`src/cse_pkg.sv`:
```
package cse_pkg;
  localparam int NUM_STATES = 4;
  localparam int NUM_FIELDS = 5;
  // Register indices; byte address is four times the index
  localparam logic [6:0] IX_RSVD_PTR  = 7'h00;
  localparam logic [6:0] IX_WIN_ORG   = 7'h02;
  localparam logic [6:0] IX_WIN_DIM   = 7'h03;
  localparam logic [6:0] IX_WAKE_ROW  = 7'h04;
  localparam logic [6:0] IX_GOAL      = 7'h06;
  localparam logic [6:0] IX_TOLERANCE = 7'h07;
  localparam logic [6:0] IX_UPD_RATE  = 7'h08;
  localparam logic [6:0] IX_STEP_DIV  = 7'h09;
  localparam logic [6:0] IX_SEQ_CMD   = 7'h3e;
  localparam logic [6:0] IX_BANK_STAT = 7'h3f;
  localparam logic [6:0] IX_PS [NUM_STATES][NUM_FIELDS] = '{
    '{7'h22, 7'h23, 7'h24, 7'h26, 7'h28}, '{7'h29, 7'h2a, 7'h2b, 7'h2d, 7'h2f},
    '{7'h30, 7'h31, 7'h32, 7'h34, 7'h36}, '{7'h37, 7'h38, 7'h39, 7'h3b, 7'h3d}};
  localparam logic [7:0] RST_PS [NUM_STATES][NUM_FIELDS] = '{
    '{8'h01, 8'h00, 8'h01, 8'h01, 8'h00}, '{8'h03, 8'h02, 8'h03, 8'h03, 8'h00},
    '{8'h04, 8'h00, 8'h01, 8'h01, 8'h00}, '{8'h00, 8'h00, 8'h00, 8'h00, 8'h00}};
  localparam logic [15:0] RST_RSVD_PTR = 16'he87e;
  localparam logic [7:0]  RST_WIN_ORG  = 8'h00;
  localparam logic [7:0]  RST_WIN_DIM  = 8'hef;
  localparam logic [7:0]  RST_GOAL     = 8'h3c;
  localparam logic [7:0]  RST_TOL      = 8'h0a;
  localparam logic [7:0]  RST_RATE     = 8'h00;
  localparam logic [7:0]  RST_STEP     = 8'h02;
  localparam logic [7:0]  CMD_REFRESH  = 8'h06;
  localparam logic [15:0] FRAME_ROWS_DFLT = 16'h04b0;
  localparam int F_EXP = 0;
  localparam int F_FLK = 1;
  localparam int F_BAL = 2;
  localparam int F_HIS = 3;
  localparam int F_SKIP = 4;
  localparam int SKIP_FEN_BIT = 7;
  localparam int SKIP_STATE_BIT = 6;
  localparam int SKIP_LED_BIT = 5;
  localparam int STAT_UNMAP_BIT = 3;

  typedef enum logic [4:0] {EXP_OFF = 5'h01, EXP_FAST = 5'h02, EXP_MANUAL = 5'h04,
                            EXP_CONT = 5'h08, EXP_FAST_METER = 5'h10} cse_exp_t;
  typedef enum logic [2:0] {FLK_OFF = 3'h1, FLK_MANUAL = 3'h2, FLK_CONT = 3'h4} cse_flk_t;
  typedef enum logic [3:0] {BAL_OFF = 4'h1, BAL_FAST = 4'h2, BAL_MANUAL = 4'h4,
                            BAL_CONT = 4'h8} cse_bal_t;
  typedef enum logic [3:0] {HIS_OFF = 4'h1, HIS_FAST = 4'h2, HIS_MANUAL = 4'h4,
                            HIS_CONT = 4'h8} cse_his_t;
  typedef enum logic [2:0] {BUS_IDLE = 3'h1, BUS_RD = 3'h2, BUS_ACK = 3'h4} cse_bus_st_t;

  // Hit flag, state and field of a per-state index
  function automatic logic [5:0] ps_lookup(input logic [6:0] ix);
    ps_lookup = 6'h00;
    for (int s = 0; s < NUM_STATES; s++) begin
      for (int f = 0; f < NUM_FIELDS; f++) begin
        if (IX_PS[s][f] == ix) begin
          ps_lookup = {1'b1, 2'(s), 3'(f)};
        end
      end
    end
  endfunction

  // Row just below the bottom of the window grid
  function automatic logic [15:0] wake_of(input logic [7:0] org, input logic [7:0] dim,
                                          input logic [15:0] rows);
    logic [6:0]  span;
    logic [22:0] prod;
    span = {3'h0, org[7:4]} + {1'b0, dim[7:4], 2'h0} + 7'h04;
    prod = 23'(span) * 23'(rows);
    wake_of = prod[19:4];
  endfunction
endpackage

```
`src/cse_cfg_if.sv`:
```
`timescale 1ns/100ps
`default_nettype none
interface cse_cfg_if;
  logic                                  wr_en;
  logic [1:0]                            wr_state;
  logic [2:0]                            wr_field;
  logic [7:0]                            wr_data;
  logic [1:0]                            rd_state;
  logic [2:0]                            rd_field;
  logic [7:0]                            rd_data;
  logic [1:0]                            act_state;
  logic [cse_pkg::NUM_FIELDS-1:0][7:0]   act_fld;
  modport store (input wr_en, wr_state, wr_field, wr_data, rd_state, rd_field, act_state,
                 output rd_data, act_fld);
  modport ctrl (output wr_en, wr_state, wr_field, wr_data, rd_state, rd_field, act_state,
                input rd_data, act_fld);
endinterface // cse_cfg_if
`default_nettype wire

```
`src/cse_state_mem.sv`:
```
`timescale 1ns/100ps
`default_nettype none
module cse_state_mem import cse_pkg::*; #(
  parameter int NS = NUM_STATES,
  parameter int NF = NUM_FIELDS
) (
  input  wire logic  clk_sys,
  input  wire logic  rst_n,
  cse_cfg_if.store   cfg
);
  logic [7:0] mem_r [NS][NF];

  for (genvar s = 0; s < NS; s++) begin : g_state
    for (genvar f = 0; f < NF; f++) begin : g_field
      always_ff @(posedge clk_sys) begin
        if (!rst_n) begin
          mem_r[s][f] <= RST_PS[s][f];
        end else if (cfg.wr_en && cfg.wr_state == 2'(s) && cfg.wr_field == 3'(f)) begin
          mem_r[s][f] <= cfg.wr_data;
        end
      end
    end
  end

  always_ff @(posedge clk_sys) begin
    if (!rst_n) begin
      cfg.rd_data <= 8'h00;
    end else begin
      cfg.rd_data <= (cfg.rd_field < 3'(NF)) ? mem_r[cfg.rd_state][cfg.rd_field] : 8'h00;
    end
  end

  always_ff @(posedge clk_sys) begin
    for (int f = 0; f < NF; f++) begin
      cfg.act_fld[f] <= rst_n ? mem_r[cfg.act_state][f] : 8'h00;
    end
  end
endmodule // cse_state_mem
`default_nettype wire

```
`src/cse_win_unit.sv`:
```
`timescale 1ns/100ps
`default_nettype none
module cse_win_unit import cse_pkg::*; #(
  parameter logic [15:0] FRAME_ROWS = FRAME_ROWS_DFLT
) (
  input  wire logic        clk_sys,
  input  wire logic        rst_n,
  input  wire logic [7:0]  shadow_org,
  input  wire logic [7:0]  shadow_dim,
  input  wire logic        refresh,
  output logic [7:0]       act_org_r,
  output logic [7:0]       act_dim_r,
  output logic [15:0]      wake_r
);
  localparam logic [15:0] WAKE_RST = wake_of(RST_WIN_ORG, RST_WIN_DIM, FRAME_ROWS);

  always_ff @(posedge clk_sys) begin
    if (!rst_n) begin
      act_org_r <= RST_WIN_ORG;
      act_dim_r <= RST_WIN_DIM;
    end else if (refresh) begin
      act_org_r <= shadow_org;
      act_dim_r <= shadow_dim;
    end
  end

  always_ff @(posedge clk_sys) begin
    if (!rst_n) begin
      wake_r <= WAKE_RST;
    end else begin
      wake_r <= wake_of(act_org_r, act_dim_r, FRAME_ROWS);
    end
  end
endmodule // cse_win_unit
`default_nettype wire

```
`src/cse_bank_top.sv`:
```
// Design decision made here: register access over Avalon-MM.
`timescale 1ns/100ps
`default_nettype none
// Functional notes
// - Exposure mode: 0 off, 1 fast, 2 manual, 3 continuous, 4 fast plus metering.
// - Flicker mode: 0 off, 1 manual, 2 continuous.
// - White balance mode: 0 off, 1 fast, 2 manual, 3 continuous.
// - Histogram mode: 0 off, 1 fast, 2 manual, 3 continuous.
// - Skip byte bit 7 turns frame enable off in that state.
// - Skip byte bit 6 makes the sequencer skip that state.
// - Skip byte bit 5 drops the first frame while the LED is on.
// - Live view modes reset to continuous: 3, 2, 3, 3.
// - Exit resets to 4,0,1,1; entry resets to 1,0,1,1.
// - Still entry modes and skip byte reset to zero.
// - Window origin: horizontal in bits 3:0, vertical in 7:4, sixteenths.
// - Window size: width 3:0, height 7:4, minus one; resets to 0xef.
// - Window values act only after command 6 is written.
// - Read-only wake row recomputed after each window change.
// - Exposure update rate resets to zero.
// - Exposure step divisor resets to two; one is fastest.
module cse_bank_top import cse_pkg::*; #(
  parameter logic [15:0] FRAME_ROWS = FRAME_ROWS_DFLT
) (
  input  wire logic         clk_sys,
  input  wire logic         rst_n,
  input  wire logic [8:0]   avs_address,
  input  wire logic         avs_read,
  input  wire logic         avs_write,
  input  wire logic [31:0]  avs_writedata,
  input  wire logic [3:0]   avs_byteenable,
  output logic [31:0]       avs_readdata,
  output logic              avs_waitrequest,
  input  wire logic [1:0]   seq_state,
  input  wire logic         frame_start,
  input  wire logic         led_on,
  output var cse_exp_t      exp_mode,
  output var cse_flk_t      flk_mode,
  output var cse_bal_t      bal_mode,
  output var cse_his_t      his_mode,
  output logic              frame_enable,
  output logic              state_skip,
  output logic              frame_discard,
  output logic [3:0]        win_x_origin,
  output logic [3:0]        win_y_origin,
  output logic [3:0]        win_width_m1,
  output logic [3:0]        win_height_m1,
  output logic [15:0]       wake_row,
  output logic [7:0]        brightness_goal,
  output logic [7:0]        exposure_tolerance,
  output logic [7:0]        exposure_update_rate,
  output logic [7:0]        exposure_step_divisor
);
  cse_bus_st_t  bus_st_r;
  logic [6:0]   idx;
  logic         idx_ok;
  logic [5:0]   ps_w;
  logic         take_rd;
  logic         take_wr;
  logic         wr_ok;
  logic [31:0]  rd_mux;
  logic [7:0]   win_org_r;
  logic [7:0]   win_dim_r;
  logic [7:0]   cmd_r;
  logic         refresh_r;
  logic [1:0]   cur_state_r;
  logic         first_pend_r;
  logic         unmap_r;
  logic         unmap_hit;
  logic         unmap_clr;
  logic [7:0]   act_org;
  logic [7:0]   act_dim;
  logic [7:0]   skip_byte;

  cse_cfg_if cfg_if ();

  assign idx = avs_address[8:2];
  assign idx_ok = (avs_address[1:0] == 2'h0);
  assign ps_w = ps_lookup(idx);
  assign take_rd = (bus_st_r == BUS_IDLE) && avs_read;
  assign take_wr = (bus_st_r == BUS_IDLE) && avs_write && !avs_read;
  // Only the low lane carries byte-wide registers
  assign wr_ok = take_wr && idx_ok && avs_byteenable[0];
  assign skip_byte = cfg_if.act_fld[F_SKIP];

  // Per-state settings store
  assign cfg_if.wr_en = wr_ok && ps_w[5];
  assign cfg_if.wr_state = ps_w[4:3];
  assign cfg_if.wr_field = ps_w[2:0];
  assign cfg_if.wr_data = avs_writedata[7:0];
  assign cfg_if.rd_state = ps_w[4:3];
  assign cfg_if.rd_field = ps_w[5] ? ps_w[2:0] : 3'h7;
  assign cfg_if.act_state = seq_state;

  cse_state_mem #(
    .NS (NUM_STATES),
    .NF (NUM_FIELDS)
  ) u_state_mem (
    .clk_sys (clk_sys),
    .rst_n   (rst_n),
    .cfg     (cfg_if.store)
  );

  cse_win_unit #(
    .FRAME_ROWS (FRAME_ROWS)
  ) u_win_unit (
    .clk_sys    (clk_sys),
    .rst_n      (rst_n),
    .shadow_org (win_org_r),
    .shadow_dim (win_dim_r),
    .refresh    (refresh_r),
    .act_org_r  (act_org),
    .act_dim_r  (act_dim),
    .wake_r     (wake_row)
  );

  assign win_x_origin = act_org[3:0];
  assign win_y_origin = act_org[7:4];
  assign win_width_m1 = act_dim[3:0];
  assign win_height_m1 = act_dim[7:4];

  // Bus handshake: writes answer at edge 1, reads at edge 2
  always_ff @(posedge clk_sys) begin
    if (!rst_n) begin
      bus_st_r <= BUS_IDLE;
      avs_waitrequest <= 1'b1;
    end else begin
      case (bus_st_r)
        BUS_IDLE: begin
          if (take_rd) begin
            bus_st_r <= BUS_RD;
          end else if (take_wr) begin
            bus_st_r <= BUS_ACK;
            avs_waitrequest <= 1'b0;
          end
        end
        BUS_RD: begin
          bus_st_r <= BUS_ACK;
          avs_waitrequest <= 1'b0;
        end
        BUS_ACK: begin
          bus_st_r <= BUS_IDLE;
          avs_waitrequest <= 1'b1;
        end
        default: begin
          bus_st_r <= BUS_IDLE;
          avs_waitrequest <= 1'b1;
        end
      endcase
    end
  end

  // Read data select
  always_comb begin
    rd_mux = 32'h0;
    if (!idx_ok) begin
      rd_mux = 32'h0;
    end else if (ps_w[5]) begin
      rd_mux = {24'h0, cfg_if.rd_data};
    end else begin
      case (idx)
        IX_RSVD_PTR:  rd_mux = {16'h0, RST_RSVD_PTR};
        IX_WIN_ORG:   rd_mux = {24'h0, win_org_r};
        IX_WIN_DIM:   rd_mux = {24'h0, win_dim_r};
        IX_WAKE_ROW:  rd_mux = {16'h0, wake_row};
        IX_GOAL:      rd_mux = {24'h0, brightness_goal};
        IX_TOLERANCE: rd_mux = {24'h0, exposure_tolerance};
        IX_UPD_RATE:  rd_mux = {24'h0, exposure_update_rate};
        IX_STEP_DIV:  rd_mux = {24'h0, exposure_step_divisor};
        IX_SEQ_CMD:   rd_mux = {24'h0, cmd_r};
        IX_BANK_STAT: rd_mux = {28'h0, unmap_r, first_pend_r, cur_state_r};
        default:      rd_mux = 32'h0;
      endcase
    end
  end

  always_ff @(posedge clk_sys) begin
    if (!rst_n) begin
      avs_readdata <= 32'h0;
    end else if (bus_st_r == BUS_RD) begin
      avs_readdata <= rd_mux;
    end
  end

  // Sticky flag for accesses that hit no register
  assign unmap_hit = (take_rd || take_wr) && (!idx_ok || (!ps_w[5] &&
                     !(idx inside {IX_RSVD_PTR, IX_WIN_ORG, IX_WIN_DIM, IX_WAKE_ROW,
                                   IX_GOAL, IX_TOLERANCE, IX_UPD_RATE, IX_STEP_DIV,
                                   IX_SEQ_CMD, IX_BANK_STAT})));
  assign unmap_clr = wr_ok && idx == IX_BANK_STAT && avs_writedata[STAT_UNMAP_BIT];

  always_ff @(posedge clk_sys) begin
    if (!rst_n) begin
      unmap_r <= 1'b0;
    end else if (unmap_hit) begin
      unmap_r <= 1'b1;
    end else if (unmap_clr) begin
      unmap_r <= 1'b0;
    end
  end

  always_ff @(posedge clk_sys) begin
    if (!rst_n) begin
      win_org_r <= RST_WIN_ORG;
      win_dim_r <= RST_WIN_DIM;
    end else if (wr_ok && idx == IX_WIN_ORG) begin
      win_org_r <= avs_writedata[7:0];
    end else if (wr_ok && idx == IX_WIN_DIM) begin
      win_dim_r <= avs_writedata[7:0];
    end
  end

  always_ff @(posedge clk_sys) begin
    if (!rst_n) begin
      brightness_goal <= RST_GOAL;
      exposure_tolerance <= RST_TOL;
      exposure_update_rate <= RST_RATE;
      exposure_step_divisor <= RST_STEP;
    end else if (wr_ok) begin
      case (idx)
        IX_GOAL:      brightness_goal <= avs_writedata[7:0];
        IX_TOLERANCE: exposure_tolerance <= avs_writedata[7:0];
        IX_UPD_RATE:  exposure_update_rate <= avs_writedata[7:0];
        IX_STEP_DIV:  exposure_step_divisor <= avs_writedata[7:0];
        default:      brightness_goal <= brightness_goal;
      endcase
    end
  end

  always_ff @(posedge clk_sys) begin
    if (!rst_n) begin
      cmd_r <= 8'h00;
      refresh_r <= 1'b0;
    end else if (wr_ok && idx == IX_SEQ_CMD) begin
      cmd_r <= avs_writedata[7:0];
      refresh_r <= (avs_writedata[7:0] == CMD_REFRESH);
    end else begin
      refresh_r <= 1'b0;
      if (refresh_r) begin
        cmd_r <= 8'h00;
      end
    end
  end

  always_ff @(posedge clk_sys) begin
    if (!rst_n) begin
      exp_mode <= EXP_OFF;
      flk_mode <= FLK_OFF;
      bal_mode <= BAL_OFF;
      his_mode <= HIS_OFF;
    end else begin
      case (cfg_if.act_fld[F_EXP])
        8'h01:   exp_mode <= EXP_FAST;
        8'h02:   exp_mode <= EXP_MANUAL;
        8'h03:   exp_mode <= EXP_CONT;
        8'h04:   exp_mode <= EXP_FAST_METER;
        default: exp_mode <= EXP_OFF;
      endcase
      case (cfg_if.act_fld[F_FLK])
        8'h01:   flk_mode <= FLK_MANUAL;
        8'h02:   flk_mode <= FLK_CONT;
        default: flk_mode <= FLK_OFF;
      endcase
      case (cfg_if.act_fld[F_BAL])
        8'h01:   bal_mode <= BAL_FAST;
        8'h02:   bal_mode <= BAL_MANUAL;
        8'h03:   bal_mode <= BAL_CONT;
        default: bal_mode <= BAL_OFF;
      endcase
      case (cfg_if.act_fld[F_HIS])
        8'h01:   his_mode <= HIS_FAST;
        8'h02:   his_mode <= HIS_MANUAL;
        8'h03:   his_mode <= HIS_CONT;
        default: his_mode <= HIS_OFF;
      endcase
    end
  end

  always_ff @(posedge clk_sys) begin
    if (!rst_n) begin
      frame_enable <= 1'b1;
      state_skip <= 1'b0;
    end else begin
      frame_enable <= !skip_byte[SKIP_FEN_BIT];
      state_skip <= skip_byte[SKIP_STATE_BIT];
    end
  end

  // First frame of each state; a new state wins over a frame start
  always_ff @(posedge clk_sys) begin
    if (!rst_n) begin
      cur_state_r <= 2'h0;
      first_pend_r <= 1'b1;
    end else begin
      cur_state_r <= seq_state;
      if (seq_state != cur_state_r) begin
        first_pend_r <= 1'b1;
      end else if (frame_start) begin
        first_pend_r <= 1'b0;
      end
    end
  end

  always_ff @(posedge clk_sys) begin
    if (!rst_n) begin
      frame_discard <= 1'b0;
    end else begin
      frame_discard <= frame_start && first_pend_r && led_on && skip_byte[SKIP_LED_BIT];
    end
  end
endmodule // cse_bank_top
`default_nettype wire

```
`config.mk`:
```
export PLATFORM = sky130hd
export DESIGN_NAME = cse_bank_top
export DESIGN_NICKNAME = d
export VERILOG_FILES = /design/src/cse_pkg.sv /design/src/cse_cfg_if.sv /design/src/cse_state_mem.sv /design/src/cse_win_unit.sv /design/src/cse_bank_top.sv
export SDC_FILE = /design/constraint.sdc
export NUM_CORES = 1
export LEC_CHECK = 0
export ABC_CLOCK_PERIOD_IN_PS = 8500
export BUFFER_PORTS_ARGS = -buffer_cell sky130_fd_sc_hd__buf_2
export CAP_MARGIN = 0
export CORE_MARGIN = 1
export CORE_UTILIZATION = 50
export CTS_CLUSTER_SIZE = 24
export DETAILED_ROUTE_END_ITERATION = 8
export PLACE_DENSITY = 0.73
export SKIP_CTS_REPAIR_TIMING = 1
export SLEW_MARGIN = 5
export SYNTH_ARGS = -nofsm -noshare
export SYNTH_HDL_FRONTEND = slang
export SYNTH_HIERARCHICAL = 1
export SYNTH_SLANG_ARGS = --single-unit
```
`constraint.sdc`:
```
create_clock -name clk_sys -period 8.5 [get_ports clk_sys]
set_clock_uncertainty 0.2 [all_clocks]
set_input_delay 1.7 -clock clk_sys [delete_from_list [all_inputs] [get_ports clk_sys]]
set_output_delay 1.7 -clock clk_sys [all_outputs]
set_load 0.05 [all_outputs]
```
* After elaboration in Yosys (flattened, before gate mapping)
Memories as Yosys holds them, arrays and structs flattened. A register that Yosys moved wholly into a read port is not among the register bits. Cells that the tools add are included.
Storage, ports and cells: flip-flop bits (word level) 156, memory bits (writable) 160, input bits 53, output and inout bits 116, memories 1
Memories:
- u_state_mem.mem_r | words 4, bits a word 40, read ports 2, clocked after memory_dff 1, wr ports 4, RTL line cse_state_mem.sv:11 | logic [7:0] mem_r [NS][NF];
Cells by class: $add $sub $neg 2, $mul 1, $lt $le $gt $ge 2, eq/ne operators 55, mux-type cells 122, bitwise operators 23, reduce and logical (&&, ||, !) cells 64
Operator list (count):
- 2-to-1 mux 8 bit | 24
- case mux 16 bit (10 select lines) | 1
- == test 6 x 7 -> 1 bit (first input constant) | 20
- 2-to-1 mux 6 bit | 20
- 2-to-1 mux 1 bit | 65
- == test 8 x 2 -> 1 bit (second input constant) | 7
- logical AND 1 bit | 40
- == test 8 x 1 -> 1 bit (second input constant) | 4
- 2-to-1 mux 16 bit | 2
- binary-select mux 8 bit (select 3 bit) | 1
- case mux 4 bit (3 select lines) | 2
- == test 7 x 3 -> 1 bit (second input constant) | 3
- bitwise OR 1 bit | 20
- case mux 5 bit (4 select lines) | 1
- == test 8 x 3 -> 1 bit (second input constant) | 2
- AND reduction 2 bit | 8
- == test 7 x 2 -> 1 bit (second input constant) | 2
- == test 7 x 4 -> 1 bit (second input constant) | 2
- == test 7 x 6 -> 1 bit (second input constant) | 2
- multiplier 7 x 7 -> 14 bit (second input constant) | 1
- case mux 3 bit (2 select lines) | 2
- nonzero test 10 bit | 1
- == test 3 x 2 -> 1 bit (second input constant) | 3
- 2-to-1 mux 3 bit | 3
- other kinds (21) | 33

* Longest topological paths before layout
word-level depth 28, depth in mapped cells 19

* Hierarchy
Netlist, hierarchy kept.
By module, submodules not included:
- cse_state_mem | times used 1, cells an instance 660, area an instance 9739.3 um2, sequential area each 5765.5 um2
- cse_bank_top | times used 1, cells an instance 600, area an instance 5007.3 um2, sequential area each 2001.9 um2
- cse_win_unit | times used 1, cells an instance 205, area an instance 1981.9 um2, sequential area each 600.6 um2

* Worst setup path after synthesis
Ideal clock, no wire load.
path kind input to register, start point input avs_address[2], end point memory u_state_mem/mem_r[3][16] (netlist bit), enable pin, library setup time 384 ps, data arrival time 4181 ps, required time 7916 ps, path slack 3735 ps, stages 10, cell sequence buf_4 > clkbuf_1 > clkbuf_1 > nand3_1 > nand3_1 > o21ai_0 > nor2_1 > or3b_2 > buf_2 > o21ai_0
RTL lines:
- from (decl) | RTL line cse_bank_top.sv:26 | input wire logic [8:0] avs_address,
- to (decl) | RTL line cse_state_mem.sv:11

==> flow_summary.toml <==
[cts]
numCtsBuffers = 36
tritoncts = "done"
clkSlewWorstSetupHoldPaths_ns = 0.06
clkLatencyLatePin_ns = 0.53
cts_root_buffer = "sky130_fd_sc_hd__clkbuf_16"
clock_tree.buffer_depth = 3
cts_max_level = 2
cts_num_sinks = 333

[power]
ir_drop_uv = 174
total_leakage_power_nw = 6.96
p_per_area_nw_per_um2 = 196

[timing]
worst_pin_slew_ns = 1.31
final_hold_violation_count = 0
max_freq_mhz = 180
report.final.slew_viol_count = 0
slew_headroom = 0.116
min_period_over_period = 0.653
setup_viol = 0
final.setup.tns_ns = 0
rsz_0062_raised_after_global_routing = "no"
finalWorstPathRequiredPeriod_ns = 5.55

[global_routing]
wire_length_of_the_first_global_routing_pass_mm = 65.2
largest_net_degree_at_the_start_of_global_routing = 83
overflow_left_after_global_routing = 0
grt_pass1_vias = 11300
groute.usage.overall = 0.253
grt_antenna_before_repair = 0

[route]
met2_length_mm = 20.3
drt-initial-drc-count = 1114
viasPerCell = 5.95
finalWirelength_mm = 42.4
post_drt_wl_per_cell_microns = 21.3
route.vias.total = 11800
met3_wirelength_mm = 3.06
top_layer_used = "met4"
firstDrtPassIters = 9
met1_length_mm = 17.6
detail-route-antenna-nets = 0
drc = 2

[synthesis]
syn_avg_cell_area_sq_um = 11.4
synthesis.instances = 1450
syn_area_sq_um = 16500
synth_warnings = 6

[worst_setup_path]
critPathLaunch = "avs_address[2]"
worst_ep_required_time_ns = 8.44
setup.worst_path.end_class = "register"
critPathArrivalTime_ns = 5.49
rr_startpoint = "u_win_unit/act_org_r[6]"
worstSetupPathType = "input port to register"
critical_path.startpoint_type = "input port"
timing.critical_path.fanout_max = 49

[worst_hold_path]
timing.hold.worst.start = "u_state_mem/cfg.act_fld[39]"
hold_path_class = "register to register"

[cells_and_area]
fin_area_sq_um = 18400
drive_above_1_share = 0.196
num-nets-final = 1611
area_delta_synth_final_pct = 11.9
final-instance-count-excl-fill = 1986
fill_cells = 2673

[floorplan]
die-height_microns = 184
design.portCount = 169
chipWidth_microns = 184
floorplan.initialDensity = 0.508
placementRows = 66
core-area_sq_um = 32500
die-area_sq_um = 33700

[run_status]
run_status = "complete, but fails checks"
violations = "DRC"

[place]
dp_hpwl_mm = 28.5
dpl.cell_count = 1918
gp_congestion = 0.932
placement.cell_area_sq_um = 17200
port_buffers = 123

[job]
drv.max_cap_violation_count = 0
final cells by class:
class                   count  area (sq um)  share of cell area
diodes                      2          5.00            0.000271
clock buffers              46           991              0.0537
clock inverters            20           248              0.0134
inverters                  27           101             0.00550
multi-input cells         982          7570               0.411
flip-flops and latches    333          8270               0.448
well taps                 442           553              0.0300
repair buffers            134           701              0.0380
final timing paths:
check / endpoint / slack (ns) / depth (start not counted)
max: u_state_mem/mem_r[0][7] / 2.95 / 7
min: frame_enable / 0.17 / 1
max reg2reg: u_win_unit/wake_r[12] / 3.57 / 18
min reg2reg: frame_enable / 0.17 / 1
cells in the final DEF, fill, tap and decap left out, types with 8 or more instances in the layout:
cell                          n
sky130_fd_sc_hd__a22oi_1     16
sky130_fd_sc_hd__a21oi_1     34
sky130_fd_sc_hd__o211ai_1     8
sky130_fd_sc_hd__or3_1       16
sky130_fd_sc_hd__a211oi_1    10
sky130_fd_sc_hd__dfxtp_1    173
sky130_fd_sc_hd__o21ai_0     72
sky130_fd_sc_hd__and2_1     204
sky130_fd_sc_hd__inv_1       25
sky130_fd_sc_hd__and3_1      11
sky130_fd_sc_hd__or3b_2       8
sky130_fd_sc_hd__a221oi_1    18
sky130_fd_sc_hd__mux4_2      51
sky130_fd_sc_hd__mux2i_1     63
sky130_fd_sc_hd__buf_2      122
sky130_fd_sc_hd__conb_1      18
sky130_fd_sc_hd__edfxtp_1   160
sky130_fd_sc_hd__nand2b_1    14
sky130_fd_sc_hd__a31oi_1     11
sky130_fd_sc_hd__nor2b_1     10
sky130_fd_sc_hd__nand2_1     95
sky130_fd_sc_hd__nand3b_1    15
sky130_fd_sc_hd__buf_4       12
sky130_fd_sc_hd__nand3_1     25
sky130_fd_sc_hd__ha_1        38
sky130_fd_sc_hd__clkbuf_16   38
sky130_fd_sc_hd__mux2_2      30
sky130_fd_sc_hd__nor2_1      80
sky130_fd_sc_hd__nor3_1      10
sky130_fd_sc_hd__mux4_1       8
power breakdown:
part | switching (mW) | internal [mW] | leakage (nW)
Combinational | 0.179 | 0.0846 | 3.36
Clock | 0.635 | 0.983 | 0.594
Sequential | 0.0213 | 1.72 | 3.01
Total | 0.835 | 2.79 | 6.96
state kept, by name, indices dropped and copies added, names as in the netlist, 2 cells and up:
signal,cells
u_state_mem/cfg.rd_data,8
exposure_step_divisor,8
cur_state_r,2
flk_mode,3
exposure_tolerance,8
u_win_unit/act_org_r,8
brightness_goal,8
exposure_update_rate,8
his_mode,4
exp_mode,5
win_org_r,8
u_win_unit/wake_r,14
u_state_mem/cfg.act_fld,35
win_dim_r,8
avs_readdata,16
bal_mode,4
u_win_unit/act_dim_r,8
cmd_r,8
u_state_mem/mem_r,160
bus_st_r,3
critical path, stage by stage:
cell and delay (ns):
sky130_fd_sc_hd__buf_2 0.71, sky130_fd_sc_hd__nand2b_1 0.22, sky130_fd_sc_hd__o21ai_0 0.11, sky130_fd_sc_hd__a211oi_2 0.74, sky130_fd_sc_hd__and2_1 0.37, sky130_fd_sc_hd__or3b_2 0.60
sky130_fd_sc_hd__o21ai_0 1.00
per-stage QoR:
step	power [mW]	worst slack (ns)	hold WS, ns	utilization
3_3_place_gp	2.03	2.52	0.147	0.530
6_report	3.62	2.95	0.172	0.568
5_1_grt	3.74	2.73	0.191	0.568
3_5_place_dp	2.04	2.49	0.163	0.530
2_1_floorplan	1.96	3.73	0.143	-
4_1_cts	3.65	2.98	0.176	0.568
routing by layer:
metal  up-vias  track usage
li1       5385            -
met1      5789        0.335
met2       549        0.423
met3        97       0.0353
met4         0       0.0937
met5         -            0
Note: power is estimated with default switching activity, not from simulation.
